File: config.mk
export PLATFORM = sky130hd
export DESIGN_NAME = wdsc_top
export DESIGN_NICKNAME = d
export VERILOG_FILES = /design/src/wdsc_notes_unused.sv /design/src/wdsc_pkg.sv /design/src/wdsc_top.sv
export SDC_FILE = /design/constraint.sdc
export NUM_CORES = 1
export LEC_CHECK = 0
export ABC_AREA = 1
export BUFFER_PORTS_ARGS = -buffer_cell sky130_fd_sc_hd__clkbuf_2
export CAP_MARGIN = 15
export CELL_PAD_IN_SITES_DETAIL_PLACEMENT = 1
export CELL_PAD_IN_SITES_GLOBAL_PLACEMENT = 2
export CORE_MARGIN = 1
export CORE_UTILIZATION = 33
export CTS_BUF_LIST = sky130_fd_sc_hd__clkbuf_8 sky130_fd_sc_hd__clkbuf_16
export DETAILED_ROUTE_END_ITERATION = 8
export PLACE_DENSITY_LB_ADDON = 0.1
export SYNTH_ARGS = -nofsm -noshare
export SYNTH_HDL_FRONTEND = slang
export SYNTH_SLANG_ARGS = --single-unit
File: constraint.sdc
create_clock -name sys_clk -period 6.1 [get_ports sys_clk]
set_input_delay 0 -clock sys_clk [delete_from_list [all_inputs] [get_ports sys_clk]]
set_output_delay 0 -clock sys_clk [all_outputs]
set_load 0.02 [all_outputs]
File: src/wdsc_notes_unused.sv
// wdsc_notes_unused: intentionally empty design unit
`timescale 1ns/1ns

File: src/wdsc_pkg.sv
// wdsc_pkg: constants, register map and types of the watchdog/sleep/config block
package wdsc_pkg;
  ////////////////////////////////////////////////////////////////////////////
  // clock and timing
  localparam int unsigned SYS_CLK_HZ     = 100_000_000;
  localparam int unsigned DRT_MS         = 18;
  localparam int unsigned DRT_CYCLES     = DRT_MS * (SYS_CLK_HZ / 1000);
  localparam int unsigned WDT_BASE_MS    = 18;
  localparam int unsigned WDT_OSC_KHZ    = 32;
  localparam int unsigned WDT_BASE_TICKS = WDT_BASE_MS * WDT_OSC_KHZ;
  ////////////////////////////////////////////////////////////////////////////
  // register map, byte addresses
  localparam logic [3:0] ADDR_OPTION = 4'h0;
  localparam logic [3:0] ADDR_CONFIG = 4'h4;
  localparam logic [3:0] ADDR_STATUS = 4'h8;
  localparam logic [3:0] ADDR_CMD    = 4'hC;
  // option register
  localparam int unsigned OPT_W        = 6;
  localparam logic [5:0]  OPT_RESET    = 6'h3F;
  localparam int unsigned OPT_ASSIGN_B = 3;
  localparam int unsigned OPT_RATIO_LO = 0;
  // configuration word
  localparam int unsigned CFG_W        = 12;
  localparam int unsigned CFG_WATCHDOG_ENABLE_FUSE_B   = 2;
  localparam int unsigned CFG_CP_LO    = 3;
  localparam int unsigned CFG_CP_HI    = 11;
  localparam int unsigned CFG_OLD_HI   = 4;
  // status register bits
  localparam int unsigned ST_TO_N_B    = 4;
  localparam int unsigned ST_PD_N_B    = 3;
  localparam int unsigned ST_SLEEP_B   = 0;
  localparam int unsigned ST_HOLD_B    = 1;
  // command register bits
  localparam int unsigned CMD_WATCHDOG_CLEAR_INSTR_B = 0;
  localparam int unsigned CMD_SLEEP_B  = 1;
  localparam int unsigned CMD_TMRWR_B  = 2;
  ////////////////////////////////////////////////////////////////////////////
  // types
  localparam int unsigned DIV_W = 8;
  typedef enum logic [1:0] {
    OSC_LOW_POWER_CRYSTAL,
    OSC_STANDARD_CRYSTAL,
    OSC_HIGH_SPEED_CRYSTAL,
    OSC_RC
  } wdsc_osc_e;
  typedef struct packed {
    logic       io_hold;
    logic       main_osc_drive_en;
    logic       cpu_reset;
    logic       timeout_flag_n;
    logic       powerdown_flag_n;
  } wdsc_state_s;
endpackage : wdsc_pkg

File: src/wdsc_top.sv
// wdsc_top: watchdog, shared divider, sleep control and configuration word
//
// The register addresses and register access over Avalon-MM were decided locally.
`timescale 1ns/1ns
// Function
// RULE_01 - configuration bit 2 high enables watchdog; low disables it for good
// RULE_02 - configuration bits 1:0 pick oscillator: low-power, standard, high-speed, RC
// RULE_03 - newer parts: configuration bits 11..3 are active-low code protection
// RULE_04 - older parts: bits 11..4 read zero, single active-low protect bit 3
// RULE_05 - watchdog counts on its own oscillator, also while main clock stops
// RULE_06 - watchdog time-out resets the device, awake or asleep (wake-up)
// RULE_07 - watchdog time-out reset clears the active-low time-out flag
// RULE_08 - one 8-bit divider serves timer or watchdog, the other runs undivided
// RULE_09 - option bits 3:0 hold divider assignment and three ratio bits
// RULE_10 - assignment bit low gives divider to timer, high to watchdog
// RULE_11 - watchdog base period 18 ms, divider extends it up to 1:128
// RULE_12 - clear command zeroes watchdog and its divider, preventing time-out
// RULE_13 - sleep command zeroes watchdog and its divider for longest sleep
// RULE_14 - sleep entry: watchdog from zero, time-out flag set, power-down cleared, osc off
// RULE_15 - pins keep their drive state throughout sleep
// RULE_16 - watchdog reset stays internal, master-clear pin never driven
// RULE_17 - sleep ends only by master-clear or enabled watchdog time-out, both reset
// RULE_18 - power-down flag set at power-up, cleared on sleep entry
// RULE_19 - watchdog counter cleared on leaving sleep, whatever the cause
// RULE_20 - reset delay timer holds the device in reset 18 ms after reset
// RULE_21 - tick count write clears divider when timer owns it; divider zero on reset
// RULE_22 - configuration word sampled once, constant during execution
// RULE_23 - option resets to all ones: divider to watchdog, maximum ratio
module wdsc_top
  import wdsc_pkg::*;
#(
  parameter int unsigned DRT_LEN    = DRT_CYCLES,
  parameter int unsigned WDT_LEN    = WDT_BASE_TICKS,
  parameter bit          NEW_VARIANT = 1'b1
) (
  // clock, reset, enable
  input  wire logic                 sys_clk,
  input  wire logic                 nrst,
  input  wire logic                 clk_en,
  // avalon-mm slave
  input  wire logic [3:0]           avs_address,
  input  wire logic                 avs_read,
  input  wire logic                 avs_write,
  input  wire logic [31:0]          avs_writedata,
  output logic      [31:0]          avs_readdata,
  output logic                      avs_waitrequest,
  // pins and non-volatile storage
  input  wire logic                 master_clear_pin_n,
  input  wire logic                 wdt_osc_in,
  input  wire logic [CFG_W-1:0]     cfg_word_in,
  // timer side
  input  wire logic                 tmr_src_tick,
  output logic                      tmr_inc,
  // device control and status
  output wdsc_state_s               dev_state,
  output wdsc_osc_e                 osc_type_select,
  output logic                      code_protect_active
);
  import wdsc_pkg::*;

  typedef enum logic [1:0] {PH_HOLD, PH_RUN, PH_SLEEP} wdsc_phase_e;

  // low-bit mask of a divider ratio: value 2**(n) - 1, the low n stages must be full
  function automatic logic [DIV_W-1:0] ratio_mask(input logic [3:0] n);
    ratio_mask = DIV_W'((9'h001 << n) - 9'h001);
  endfunction : ratio_mask

  ////////////////////////////////////////////////////////////////////////////
  // pin synchronisers
  logic [1:0] mclr_sync_r;
  logic [1:0] wosc_sync_r;
  logic       wosc_last_r;
  always_ff @(posedge sys_clk) begin
    if (!nrst) begin
      mclr_sync_r <= 2'h3;
      wosc_sync_r <= 2'h0;
      wosc_last_r <= 1'b0;
    end else if (clk_en) begin
      mclr_sync_r <= {mclr_sync_r[0], master_clear_pin_n};
      wosc_sync_r <= {wosc_sync_r[0], wdt_osc_in};
      wosc_last_r <= wosc_sync_r[1];
    end
  end
  wire mclr_active = ~mclr_sync_r[1];
  // one tick per rising edge of the watchdog's own oscillator, even in sleep
  wire wosc_tick   = wosc_sync_r[1] & ~wosc_last_r;   // see RULE_05

  ////////////////////////////////////////////////////////////////////////////
  // configuration word, sampled once after power-up release
  logic [CFG_W-1:0] cfg_r;
  logic             cfg_valid_r;
  always_ff @(posedge sys_clk) begin
    if (!nrst) begin
      cfg_r       <= '0;
      cfg_valid_r <= 1'b0;
    end else if (clk_en && !cfg_valid_r) begin
      cfg_r       <= cfg_word_in;   // see RULE_22
      cfg_valid_r <= 1'b1;
    end
  end
  wire [CFG_W-1:0] cfg_view = NEW_VARIANT ? cfg_r
                            : {{(CFG_W-CFG_OLD_HI){1'b0}}, cfg_r[CFG_OLD_HI-1:0]};  // see RULE_04
  wire wdt_enabled = cfg_valid_r & cfg_r[CFG_WATCHDOG_ENABLE_FUSE_B];   // see RULE_01
  assign osc_type_select = wdsc_osc_e'(cfg_r[1:0]);     // see RULE_02
  assign code_protect_active = NEW_VARIANT ? ~&cfg_r[CFG_CP_HI:CFG_CP_LO]  // see RULE_03
                             : ~cfg_r[CFG_CP_LO];                        // see RULE_04

  ////////////////////////////////////////////////////////////////////////////
  // bus slave: one wait cycle, then answer
  logic        ack_r;
  logic [31:0] rdata_r;
  logic [OPT_W-1:0] opt_r;
  logic        to_n_r;
  logic        pd_n_r;
  wdsc_phase_e phase_r;
  wire bus_req   = avs_read | avs_write;
  wire bus_fire  = bus_req & ack_r & clk_en;
  wire wr_fire   = bus_fire & avs_write;
  wire wr_opt    = wr_fire & (avs_address == ADDR_OPTION);
  wire wr_cmd    = wr_fire & (avs_address == ADDR_CMD);
  wire cmd_clr   = wr_cmd & avs_writedata[CMD_WATCHDOG_CLEAR_INSTR_B];
  wire cmd_sleep = wr_cmd & avs_writedata[CMD_SLEEP_B] & (phase_r == PH_RUN);
  wire cmd_tmrwr = wr_cmd & avs_writedata[CMD_TMRWR_B];
  assign avs_waitrequest = bus_req & ~ack_r;
  assign avs_readdata    = rdata_r;

  logic [31:0] rd_mux;
  always_comb begin
    rd_mux = 32'h0;
    case (avs_address)
      ADDR_OPTION: rd_mux[OPT_W-1:0] = opt_r;
      ADDR_CONFIG: rd_mux[CFG_W-1:0] = cfg_view;
      ADDR_STATUS: begin
        rd_mux[ST_TO_N_B]  = to_n_r;
        rd_mux[ST_PD_N_B]  = pd_n_r;
        rd_mux[ST_SLEEP_B] = (phase_r == PH_SLEEP);
        rd_mux[ST_HOLD_B]  = (phase_r == PH_HOLD);
      end
      default: rd_mux = 32'h0;
    endcase
  end

  always_ff @(posedge sys_clk) begin
    if (!nrst) begin
      ack_r   <= 1'b0;
      rdata_r <= 32'h0;
    end else if (clk_en) begin
      ack_r <= bus_req & ~ack_r;
      if (bus_req && !ack_r) begin
        rdata_r <= rd_mux;
      end
    end
  end

  ////////////////////////////////////////////////////////////////////////////
  // shared divider and watchdog counter
  wire div_to_wdt = opt_r[OPT_ASSIGN_B];                          // see RULE_10
  wire [2:0] ratio = opt_r[OPT_RATIO_LO +: 3];                    // see RULE_09
  logic [DIV_W-1:0] div_r;
  logic [23:0]      wdt_cnt_r;
  logic             dev_rst;
  logic             wake_evt;
  wire base_wrap   = wosc_tick & (wdt_cnt_r == 24'(WDT_LEN - 1));
  // timer owns divider: 1:2 .. 1:256; watchdog owns it: 1:1 .. 1:128
  wire tmr_div_end = &(div_r | ~ratio_mask({1'b0, ratio} + 4'h1));
  wire wdt_div_end = &(div_r | ~ratio_mask({1'b0, ratio}));
  assign tmr_inc   = tmr_src_tick & clk_en & (div_to_wdt | tmr_div_end);   // see RULE_08
  wire wdt_timeout = wdt_enabled & base_wrap & (~div_to_wdt | wdt_div_end); // see RULE_11
  // clear, sleep entry and wake all restart the watchdog from zero
  wire wdt_clr     = cmd_clr | cmd_sleep | wake_evt | dev_rst;  // see RULE_12 RULE_13 RULE_19
  wire div_clr     = dev_rst | (div_to_wdt & wdt_clr)           // see RULE_12 RULE_13
                   | (~div_to_wdt & cmd_tmrwr);                 // see RULE_21

  always_ff @(posedge sys_clk) begin
    if (!nrst) begin
      wdt_cnt_r <= 24'h0;
      div_r     <= 8'h00;                                       // see RULE_21
    end else if (clk_en) begin
      if (wdt_clr || !wdt_enabled) begin
        wdt_cnt_r <= 24'h0;
      end else if (wosc_tick) begin
        wdt_cnt_r <= base_wrap ? 24'h0 : wdt_cnt_r + 24'h1;
      end
      if (div_clr) begin
        div_r <= 8'h00;
      end else if (div_to_wdt ? base_wrap : tmr_src_tick) begin
        div_r <= div_r + 8'h01;
      end
    end
  end

  ////////////////////////////////////////////////////////////////////////////
  // option register, reset to all ones on every device reset
  always_ff @(posedge sys_clk) begin
    if (!nrst) begin
      opt_r <= OPT_RESET;                                       // see RULE_23
    end else if (clk_en) begin
      if (dev_rst) begin
        opt_r <= OPT_RESET;                                     // see RULE_23
      end else if (wr_opt) begin
        opt_r <= avs_writedata[OPT_W-1:0];
      end
    end
  end

  ////////////////////////////////////////////////////////////////////////////
  // reset sources, sleep and reset delay timer
  // the master-clear pin is an input only: a watchdog reset is never driven out
  assign dev_rst  = wdt_timeout | mclr_active;                  // see RULE_06 RULE_16
  assign wake_evt = (phase_r == PH_SLEEP) & dev_rst;            // see RULE_17
  logic [23:0] drt_cnt_r;
  wire drt_done = (drt_cnt_r == 24'(DRT_LEN - 1));

  always_ff @(posedge sys_clk) begin
    if (!nrst) begin
      phase_r   <= PH_HOLD;
      drt_cnt_r <= 24'h0;
    end else if (clk_en) begin
      case (phase_r)
        PH_HOLD: begin
          // held while master-clear stays low, then the full delay
          if (mclr_active || wdt_timeout) begin
            drt_cnt_r <= 24'h0;
          end else if (drt_done) begin
            phase_r <= PH_RUN;                                  // see RULE_20
          end else begin
            drt_cnt_r <= drt_cnt_r + 24'h1;
          end
        end
        PH_RUN: begin
          drt_cnt_r <= 24'h0;
          if (dev_rst) begin
            phase_r <= PH_HOLD;                                 // see RULE_06
          end else if (cmd_sleep) begin
            phase_r <= PH_SLEEP;
          end
        end
        PH_SLEEP: begin
          drt_cnt_r <= 24'h0;
          if (wake_evt) begin
            phase_r <= PH_HOLD;                                 // see RULE_17
          end
        end
        default: phase_r <= PH_HOLD;
      endcase
    end
  end

  ////////////////////////////////////////////////////////////////////////////
  // reset-cause flags; a time-out in the clearing cycle still wins
  always_ff @(posedge sys_clk) begin
    if (!nrst) begin
      to_n_r <= 1'b1;
      pd_n_r <= 1'b1;                                           // see RULE_18
    end else if (clk_en) begin
      if (wdt_timeout) begin
        to_n_r <= 1'b0;                                         // see RULE_07
      end else if (cmd_sleep || cmd_clr) begin
        to_n_r <= 1'b1;                                         // see RULE_14
      end
      if (cmd_sleep) begin
        pd_n_r <= 1'b0;                                         // see RULE_14 RULE_18
      end else if (cmd_clr) begin
        pd_n_r <= 1'b1;
      end
    end
  end

  ////////////////////////////////////////////////////////////////////////////
  // device control outputs
  always_comb begin
    dev_state.io_hold           = (phase_r == PH_SLEEP);       // see RULE_15
    dev_state.main_osc_drive_en = (phase_r != PH_SLEEP);       // see RULE_14
    dev_state.cpu_reset         = (phase_r == PH_HOLD);        // see RULE_20
    dev_state.timeout_flag_n    = to_n_r;
    dev_state.powerdown_flag_n  = pd_n_r;
  end
endmodule : wdsc_top

==> results.cfg, run 1 <==
[synthesis]
netlist_top_cells_area = dfxtp_1, nand2_1, nor2_1
synth-seq-cells = 97
synth.top_cells.by_count = nand2_1, nor2_1, inv_1, dfxtp_1, nand3_1
synth_top_area_cell = dfxtp_1
yosysSeqAreaShare_pct = 31.4
yosysUniqueCellTypes = 36
postSynthAreaPerCell_sq_um = 6.28
synth-edff-count = 0
ys.flop_type = dfxtp_1
yosys_warnings = 0
netlist_area_sq_mm = 0.00618
yosysTopAreaCellShare_pct = 31.4
syn_inst = 984
async_flop_share_pct = 0
yosysMostFrequentCell = nand2_1

[setup_path]
reg2regPathDepth = 16
worstPathMaxFanout = 21
startpoint = opt_r[1]
r2r_slack_ns = 2.48
critPathKind = register to register
worst_setup_path_start_kind = register
reg2reg_from = opt_r[1]
cp-end-kind = register
worst_ep_arrival_time_ns = 3.89
cp.required_ns = 6.37
r2r_end = wdt_cnt_r[21]

[timing]
rsz0062_at_grt = no
drv_slew = 0
finalHoldViolCount = 0
fmax_mhz = 276
tns_ns = 0
fin_crit_sh_pct = 59.3
min_period_ns = 3.62
worst_pin_slew_ns = 0.960
relSlewSlack_pct = 35.8
skew_ns = 0.0152
setup_viol_count_final = 0

[clock_network]
clk_path_buf_depth = 2
post-cts-setup-buffers = 0
cts_resized = 0
h-tree-depth = 3
path_clk_slew_ns = 0.08
cts_buffers = 9
cts_root_buf = clkbuf_16
cts_tree = built
worst_skew_pair.late_latency_ns = 0.37
cts_hold_buf = 20
cts_sinks = 97

[place]
place_area_sq_mm = 0.00643
place_congestion = 0.799
place_hpwl_microns = 13600
port-buffer-count = 51

[floorplanning]
dieHeight_microns = 139
row_count = 49
start_util_pct = 34.0
core_sq_mm = 0.0181
io_pins = 98
fp.dieW_microns = 139
fp.dieArea_sq_mm = 0.0193

[detailed_routing]
drc = 24
wire_per_inst_microns = 14.7
via_per_inst = 4.88
first_pass_iters = 6
wl_microns = 18500
initialDrtViolationCount = 196
antenna_left = 0
vias = 6158

[finish]
n_antenna_cell = 0
fillers = 2457
synthToLayoutAreaGrowth_pct = 12.3
nNetsFinal = 1096
fin_area_sq_mm = 0.00694
drive_gt1_share_pct = 8.51

[status]
status = complete, but fails checks
violations = DRC

[global_routing]
grt_pass1_vias = 6216
grt_pass1_wl_microns = 31700
overflow = 0
antenna_found_initial = 0
grt.total_usage_pct = 20.3
grt_max_degree = 59

[power]
cellLeakagePower_nw = 3.00
power.density_mw_per_mm2 = 218
ir_worst_vdd_v = 0.000131

[run]
maxCapViolations = 0

[hold_path]
hold_depth = 4
hp-start = avs_address[3]
hp-class = input port to register
hold_end = avs_readdata[2]
kinds of logic after synthesis:
group	synth area share, %
other cells	0.0607
fa+ha+maj	2.23
simple gates	38.7
xor+xnor	4.82
compound gates	10.1
flops	31.4
buf+inv	12.6
worst max-delay path: stages (launching register included):
cell     delay (ns)
dfxtp_1        0.59
nand2_1        0.22
inv_1          0.19
ha_1           0.25
nor2_1         0.11
nand3_1        0.07
nand2_1        0.05
nor2_1         0.09
nor2_1         0.05
nand3_1        0.10
nand2_1        0.12
nand2_2        0.25
nand4_1        0.25
nand2_1        0.59
buf_4          0.36
nand2_1        0.07
a21oi_1        0.15
sequential cells by signal (all words and copies together), names as in the netlist, 2 cells and up:
name          count
drt_cnt_r        24
mclr_sync_r       2
wosc_sync_r       2
phase_r           2
avs_readdata     12
opt_r             6
div_r             8
wdt_cnt_r        24
cfg_r            12
cell usage in the layout (no fill, tap or decap), types with 5 or more instances in the layout:
master / count
o211ai_1: 5
clkbuf_16: 9
nand4_1: 31
nor2_1: 184
dlygate4sd3_1: 20
nor4_1: 10
ha_1: 11
a21oi_1: 48
nand3_1: 57
conb_1: 20
inv_1: 101
xor2_1: 30
nor3_1: 44
o21ai_0: 46
nand2_1: 220
nand2_2: 7
clkbuf_2: 51
dfxtp_1: 97
through the flow:
stage	hold WS, ns	utilization, %	std cells	total power (W)	setup WS (ns)
floorplan	0.126	-	1003	0.000872	3.74
global placement	0.212	35.5	1227	0.000918	2.43
finish	0.0337	38.2	1263	0.00151	2.48
detailed placement	0.230	35.5	1227	0.000919	2.39
global route	0.0719	38.2	1263	0.00159	2.00
CTS	0.0291	38.2	1263	0.00153	2.37
how the worst max path moves through the flow:
stage                                to  slack (ns)  cells past startpoint
after global placement    wdt_cnt_r[15]        2.43                     17
after global routing      wdt_cnt_r[15]        2.00                     17
after CTS                 wdt_cnt_r[21]        2.37                     16
after detailed placement  wdt_cnt_r[15]        2.39                     17
final                     wdt_cnt_r[21]        2.48                     16
after floorplan           drt_cnt_r[17]        3.74                     18
power breakdown:
| part | internal, W | leakage, nW | switching (W) | total [W] |
|---|---|---|---|---|
| clock network | 0.000293 | 0.146 | 0.000304 | 0.000597 |
| registers | 0.000663 | 0.796 | 0.0000337 | 0.000697 |
| logic | 0.0000724 | 2.06 | 0.000142 | 0.000215 |
area by class of cell:
cell class	count	area (sq um)	share of cell area (%)
Clock inverter	7	80.1	1.15
Inverter	108	405	5.84
Tap cell	229	287	4.13
Timing Repair Buffer	73	470	6.78
Multi-Input combinational cell	740	3530	50.9
Sequential cell	97	1940	28.0
Clock buffer	9	225	3.25
layer usage:
layer	vias to the layer above	share of wire (%)	track usage [%]
li1	3217	-	-
met1	2845	53	28.4
met2	85	43	32.6
met3	11	2.9	2.35
met4	0	1.1	5.79
met5	-	0	0
No activity file was read; power rests on OpenSTA's default activity.
==> run 2, diff against run 1 <==
--- a/config.mk
+++ b/config.mk
@@ -11,7 +11,7 @@
 export CELL_PAD_IN_SITES_DETAIL_PLACEMENT = 1
 export CELL_PAD_IN_SITES_GLOBAL_PLACEMENT = 2
 export CORE_MARGIN = 1
-export CORE_UTILIZATION = 33
+export CORE_UTILIZATION = 28
 export CTS_BUF_LIST = sky130_fd_sc_hd__clkbuf_8 sky130_fd_sc_hd__clkbuf_16
 export DETAILED_ROUTE_END_ITERATION = 8
 export PLACE_DENSITY_LB_ADDON = 0.1
==> constraint.sdc (replaced) <==
create_clock -name sys_clk -period 3.2 [get_ports sys_clk]
set_input_delay 0 -clock sys_clk [delete_from_list [all_inputs] [get_ports sys_clk]]
set_output_delay 0 -clock sys_clk [all_outputs]
set_load 0.02 [all_outputs]
==> run 2 against run 1 <==
Against the previous run:
- sequential power increased by 91%
- setup slack got worse by 2.2 ns
- clock skew decreased by 0.0078 ns
- clock-buffer cell count unchanged
- global-route usage decreased by 2.3 points
- clock power increased by 93%
- non-clock buffer count increased by 15
- highest routed layer unchanged
- the run now ends clean
- combinational power increased by 100%
- utilization decreased by 4.8 points
- cell count increased by 4.8%
- worst hold slack got worse by 0.0057 ns
- total power increased by 92%
==> results.cfg, run 2 (synthesis gave the netlist of run 1 again) <==
[clock_network]
cts_buffers = 9
h-tree-depth = 3
cts_tree = built
clk_path_buf_depth = 2
worst_skew_pair.late_latency_ns = 0.36
cts_root_buf = clkbuf_16
path_clk_slew_ns = 0.08
cts_sinks = 97

[finish]
fillers = 2789
nNetsFinal = 1111
drive_gt1_share_pct = 10.0
n_antenna_cell = 0
synthToLayoutAreaGrowth_pct = 15.4
final_cell_mix = nand2_1, nor2_1, inv_1
top_regs = drt_cnt_r (24), wdt_cnt_r (24)
layoutNonFillerInstCount = 1324
layout_commonest_cell = nand2_1
utilization_pct = 33.4

[detailed_routing]
first_pass_iters = 4
vias = 6192
wl_microns = 19300
antenna_left = 0
wire_per_inst_microns = 14.6
initialDrtViolationCount = 237
drc = 0
via_per_inst = 4.68

[floorplanning]
fp.dieArea_sq_mm = 0.0227
io_pins = 98
dieHeight_microns = 151
row_count = 53
start_util_pct = 28.9
core_sq_mm = 0.0214
fp.dieW_microns = 151

[power]
cellLeakagePower_nw = 3.08
power.density_mw_per_mm2 = 407
ir_worst_vdd_v = 0.000222

[global_routing]
grt.total_usage_pct = 18.0
overflow = 0
grt_pass1_wl_microns = 32000
grt_pass1_vias = 6216
grt_max_degree = 71
antenna_found_initial = 0

[hold_path]
hold_depth = 4
hp-class = input port to register

[timing]
tns_ns = 0
rsz0062_at_grt = no
fmax_mhz = 344
relSlewSlack_pct = 41.8
finalHoldViolCount = 0
setup_viol_count_final = 0
worst_pin_slew_ns = 0.868
drv_slew = 0
fin_crit_sh_pct = 90.9
min_period_ns = 2.91
skew_ns = 0.00743

[place]
dp.cells = 1287
place_congestion = 0.780
port-buffer-count = 51
place_hpwl_microns = 14400

[setup_path]
r2r_slack_ns = 0.37
worst_setup_path_start_kind = register
cp-end-kind = output port
worstPathMaxFanout = 8
worst_ep_arrival_time_ns = 2.91
reg2regPathDepth = 17
cp.required_ns = 3.20
critPathKind = register to output port

[status]
status = complete, no violations

[run]
maxCapViolations = 0
## run 2: cell types whose count changed in the layout (fill, tap and decap cells not counted), sizes merged
cell      before  now
buf            2   17
clkinvlp       1    0
inv          109  110
## run 2: metal layers
| layer | part of all wire (%) | global-route usage (%) |
|---|---|---|
| met5 | 0 | 0 |
| met4 | 1.0 | 4.44 |
| met3 | 3.0 | 2.61 |
| met2 | 43 | 29.1 |
| met1 | 53 | 24.9 |
## run 2: where the power goes
part           internal (W)  switching [W]  leakage (nW)
sequential          0.00126      0.0000617         0.796
clock              0.000562       0.000584         0.151
combinational      0.000149       0.000280          2.13
## run 2: path summary, 6_finish.rpt
path,from,to
min reg2reg,wosc_last_r,wosc_last_r
max,opt_r[0],tmr_inc
max reg2reg,opt_r[0],drt_cnt_r[18]
min,avs_address[3],avs_readdata[2]
## run 2: critical path, stage by stage, from the launching register on
cell,delay (ns)
dfxtp_1,0.46
nand2_1,0.19
inv_1,0.18
ha_1,0.34
nand3_1,0.15
ha_1,0.19
nand3_1,0.08
a31oi_1,0.23
a31oi_1,0.11
o21ai_0,0.09
nand4_1,0.13
a21oi_1,0.19
clkbuf_2,0.20
## run 2: area by class of cell
type | instances | area, sq um | area share, %
clock buffers | 9 | 225 | 3.16
multi-input cells | 740 | 3540 | 49.6
well taps | 275 | 344 | 4.82
repair buffers | 88 | 599 | 8.40
clock inverters | 7 | 78.8 | 1.11
inverters | 108 | 405 | 5.68
flip-flops and latches | 97 | 1940 | 27.2
## run 2: what timing repair did
| action | 4_1_cts | 5_1_grt |
|---|---|---|
| setup endpoints to repair | 0 | 16 |
| endpoints found under the hold margin | 20 | 0 |
| hold buffers | 20 | 0 |
| resized for setup | 0 | 3 |
| setup buffers | 0 | 1 |
## run 2: metrics by stage
step | cell area [sq um] | total power (W) | hold WS [ns] | setup WS [ns]
final | 7130 | 0.00290 | 0.0280 | 0.292
after global routing | 7130 | 0.00307 | 0.0426 | 0.0328
after CTS | 7110 | 0.00297 | 0.00951 | 0.141
after detailed placement | 6610 | 0.00177 | 0.223 | 0.178
after global placement | 6610 | 0.00177 | 0.215 | 0.290
after floorplan | 6250 | 0.00166 | 0.126 | 0.840
==> run 3, diff against run 2 <==
--- a/config.mk
+++ b/config.mk
@@ -5,13 +5,12 @@
 export SDC_FILE = /design/constraint.sdc
 export NUM_CORES = 1
 export LEC_CHECK = 0
-export ABC_AREA = 1
 export BUFFER_PORTS_ARGS = -buffer_cell sky130_fd_sc_hd__clkbuf_2
 export CAP_MARGIN = 15
 export CELL_PAD_IN_SITES_DETAIL_PLACEMENT = 1
 export CELL_PAD_IN_SITES_GLOBAL_PLACEMENT = 2
 export CORE_MARGIN = 1
-export CORE_UTILIZATION = 28
+export CORE_UTILIZATION = 30
 export CTS_BUF_LIST = sky130_fd_sc_hd__clkbuf_8 sky130_fd_sc_hd__clkbuf_16
 export DETAILED_ROUTE_END_ITERATION = 8
 export PLACE_DENSITY_LB_ADDON = 0.1
==> run 3 against run 2 <==
Against the previous run:
- flip-flop and latch count unchanged
- routed wire length down 16%
- setup slack worse by 0.12 ns
- global-route usage about the same
- critical path type is now register to register
- largest cell class unchanged
- first-iteration DRC count down 50%
- total power down 7.3%
- critical path depth unchanged
==> results.cfg, run 3 <==
[finish]
top_regs = drt_cnt_r (24), wdt_cnt_r (24)
drive_gt1_share_pct = 14.3
final_cell_mix = dfxtp_1, nand2_1, clkbuf_2
fin_area_sq_mm = 0.00651
nNetsFinal = 805
layout_commonest_cell = dfxtp_1
synthToLayoutAreaGrowth_pct = 18.6

[floorplanning]
start_util_pct = 30.5
fp.dieW_microns = 137
fp.dieArea_sq_mm = 0.0188
row_count = 49
io_pins = 98
dieHeight_microns = 137
core_sq_mm = 0.0180

[global_routing]
overflow = 0
grt_max_degree = 45
grt.total_usage_pct = 18.0
grt_pass1_vias = 5049
grt_pass1_wl_microns = 26100
antenna_found_initial = 0

[timing]
skew_ns = 0.0116
setup_viol_count_final = 0
min_period_ns = 3.03
drv_slew = 0
fin_crit_sh_pct = 94.6
relSlewSlack_pct = 32.0
finalHoldViolCount = 0
fmax_mhz = 331
hold_ws_ns = 0.130
worst_pin_slew_ns = 1.02

[setup_path]
slowest_delay_ns = 0.38
crit_family = compound AO/OA/AOI/OAI gates
cp_slowest_cell = or3_1
critPathKind = register to register
crit_chain = inv_1, or3_1, ha_1, nand2b_1, mux2i_1, a211o_1, o31ai_4, a211oi_2, buf_4, and2_1, buf_4, a221o_1
crit_path_frequent_cell = buf_4
worstPathMaxFanout = 17
r2r_end = drt_cnt_r[7]
cp-end-kind = register
cp.depth = 12
r2r_slack_ns = 0.17
cp.required_ns = 3.45
worst_ep_arrival_time_ns = 3.28
startpoint = opt_r[0]
reg2reg_from = opt_r[0]
endpoint = drt_cnt_r[7]
worst_setup_path_start_kind = register
critPathBufInv = 3
reg2regPathDepth = 12

[clock_network]
cts_root_buf = clkbuf_16
cts_buffers = 9
h-tree-depth = 3
cts_sinks = 97
cts_tree = built
clk_path_buf_depth = 2
path_clk_slew_ns = 0.08
worst_skew_pair.late_latency_ns = 0.36

[synthesis]
yosysSeqAreaShare_pct = 35.4
yosys_warnings = 0
yosysTopAreaCellShare_pct = 35.4
ys.flop_type = dfxtp_1
synth.top_cells.by_count = dfxtp_1, nand2_1, nor2_1, and3_1, nand3_1
postSynthAreaPerCell_sq_um = 8.21
synth-edff-count = 0
netlist_area_sq_mm = 0.00549
synth_top_area_cell = dfxtp_1
synth_top_family_by_area = simple AND/OR/NAND/NOR gates
yosysMostFrequentCell = dfxtp_1
synthXorXnorAreaFrac_pct = 3.03
async_flop_share_pct = 0
synth_fa_ha_area_share_pct = 2.69
syn_inst = 668
netlist_top_cells_area = dfxtp_1, nand2_1, and3_1
synth.area.mux_share_pct = 3.10
synth-compound-area-share_pct = 19.2
synth_simple_gate_area_share_pct = 29.3
synth-seq-cells = 97
yosysUniqueCellTypes = 70

[status]
status = complete, no violations

[place]
place_area_sq_mm = 0.00593
place_hpwl_microns = 11800
place_congestion = 0.770
port-buffer-count = 51

[power]
finalPower_w = 0.00269
swShare_pct = 25.0
power_switching_w = 0.000674
combPwrFrac_pct = 8.5
ir_worst_vdd_v = 0.000286
p_seq_share_pct = 46.1
cellLeakagePower_nw = 2.55
clockPowerShare_pct = 45.4
p_int_w = 0.00202
power.density_mw_per_mm2 = 413

[detailed_routing]
first_pass_iters = 4
wire_per_inst_microns = 16.6
via_per_inst = 5.17
drc = 0
wl_microns = 16100
initialDrtViolationCount = 118
antenna_left = 0
vias = 5033

[run]
maxCapViolations = 0

[hold_path]
hp-class = input port to register
==> run 3: cell types whose count changed after synthesis, moves of 17 or more <==
| cell | change |
|---|---|
| and3_1 | +29 |
| xor2_1 | -22 |
| inv_1 | -82 |
| nor2b_1 | +24 |
| o21ai_0 | -26 |
| nor2_1 | -138 |
| nand2_1 | -139 |
| nor3_1 | -30 |
| nand3_1 | -29 |
| mux2i_1 | +17 |
| a21oi_1 | -24 |
==> run 3: worst min path at each step <==
| stage | startpoint | endpoint | slack [ns] | cells past startpoint |
|---|---|---|---|---|
| 3_5_place_dp | avs_writedata[3] | opt_r[3] | 0.23 | 2 |
| 3_3_place_gp | avs_writedata[4] | opt_r[4] | 0.23 | 2 |
| 4_1_cts | nrst | to_n_r | 0.12 | 2 |
| 2_1_floorplan | avs_writedata[0] | opt_r[0] | 0.12 | 1 |
| 5_1_grt | nrst | to_n_r | 0.18 | 2 |
| 6_report | nrst | pd_n_r | 0.13 | 2 |
==> run 3: final cells by class <==
class	instances	area, sq um
Fill cell	2172	11500
Clock inverter	6	91.3
Inverter	20	75.1
Timing Repair Buffer	95	636
Antenna cell	1	2.50
Sequential cell	97	1940
Multi-Input combinational cell	515	3230
Tap cell	229	287
Clock buffer	10	239
==> run 3: power by group through the flow <==
stage / clock (W) / sequential, W / combinational [W]
finish: 0.00122 / 0.00124 / 0.000228
global route: 0.00131 / 0.00124 / 0.000253
CTS: 0.00127 / 0.00124 / 0.000230
detailed placement: 0 / 0.00127 / 0.000210
global placement: 0 / 0.00127 / 0.000207
floorplan: 0 / 0.00126 / 0.000158
==> run 3: per-stage QoR <==
stage	setup TNS, ns	setup slack [ns]	std cells	utilization, %
global route	-0.00411	-0.00411	972	36.2
finish	0	0.174	973	36.2
floorplan	0	0.181	687	-
detailed placement	-0.00414	-0.00403	933	33.0
global placement	0	0.108	933	33.0
CTS	0	0.000822	969	36.0
==> run 3: what timing repair did <==
action / in CTS / in global routing
resized for setup: 1 / 2
buffers inserted: 0 / 3
endpoints found under the hold margin: 21 / 0
setup endpoints to repair: 10 / 12
pin swaps: 1 / 1
hold buffers: 20 / 0
==> run 3: cells by family (layout without fill, tap and decap cells) <==
family,count (synthesis),count (layout)
AOI/OAI and AO/OA,143,143
buffers and inverters,75,131
xor gates and xnor gates,19,19
adders and majority gates,12,12
muxes,17,17
DFF,97,97
other,1,21
and+or+nand+nor,304,304
==> run 3: worst reg2reg max path: stages, from the launching register on <==
cell and delay (ns):
dfxtp_1 0.37, inv_1 0.06, or3_1 0.38, ha_1 0.22, nand2b_1 0.13, mux2i_1 0.09
a211o_1 0.35, o31ai_4 0.31, a211oi_2 0.11, buf_4 0.21, and2_1 0.19, buf_4 0.19
a221o_1 0.31
==> run 3: routing by layer <==
layer / routed length [microns] / share of wire (%) / GRT usage (%)
met5: 0 / 0 / 0
met4: 255 / 1.6 / 5.19
met3: 458 / 2.8 / 4.12
met2: 7950 / 49 / 31.4
met1: 7490 / 46 / 22.0
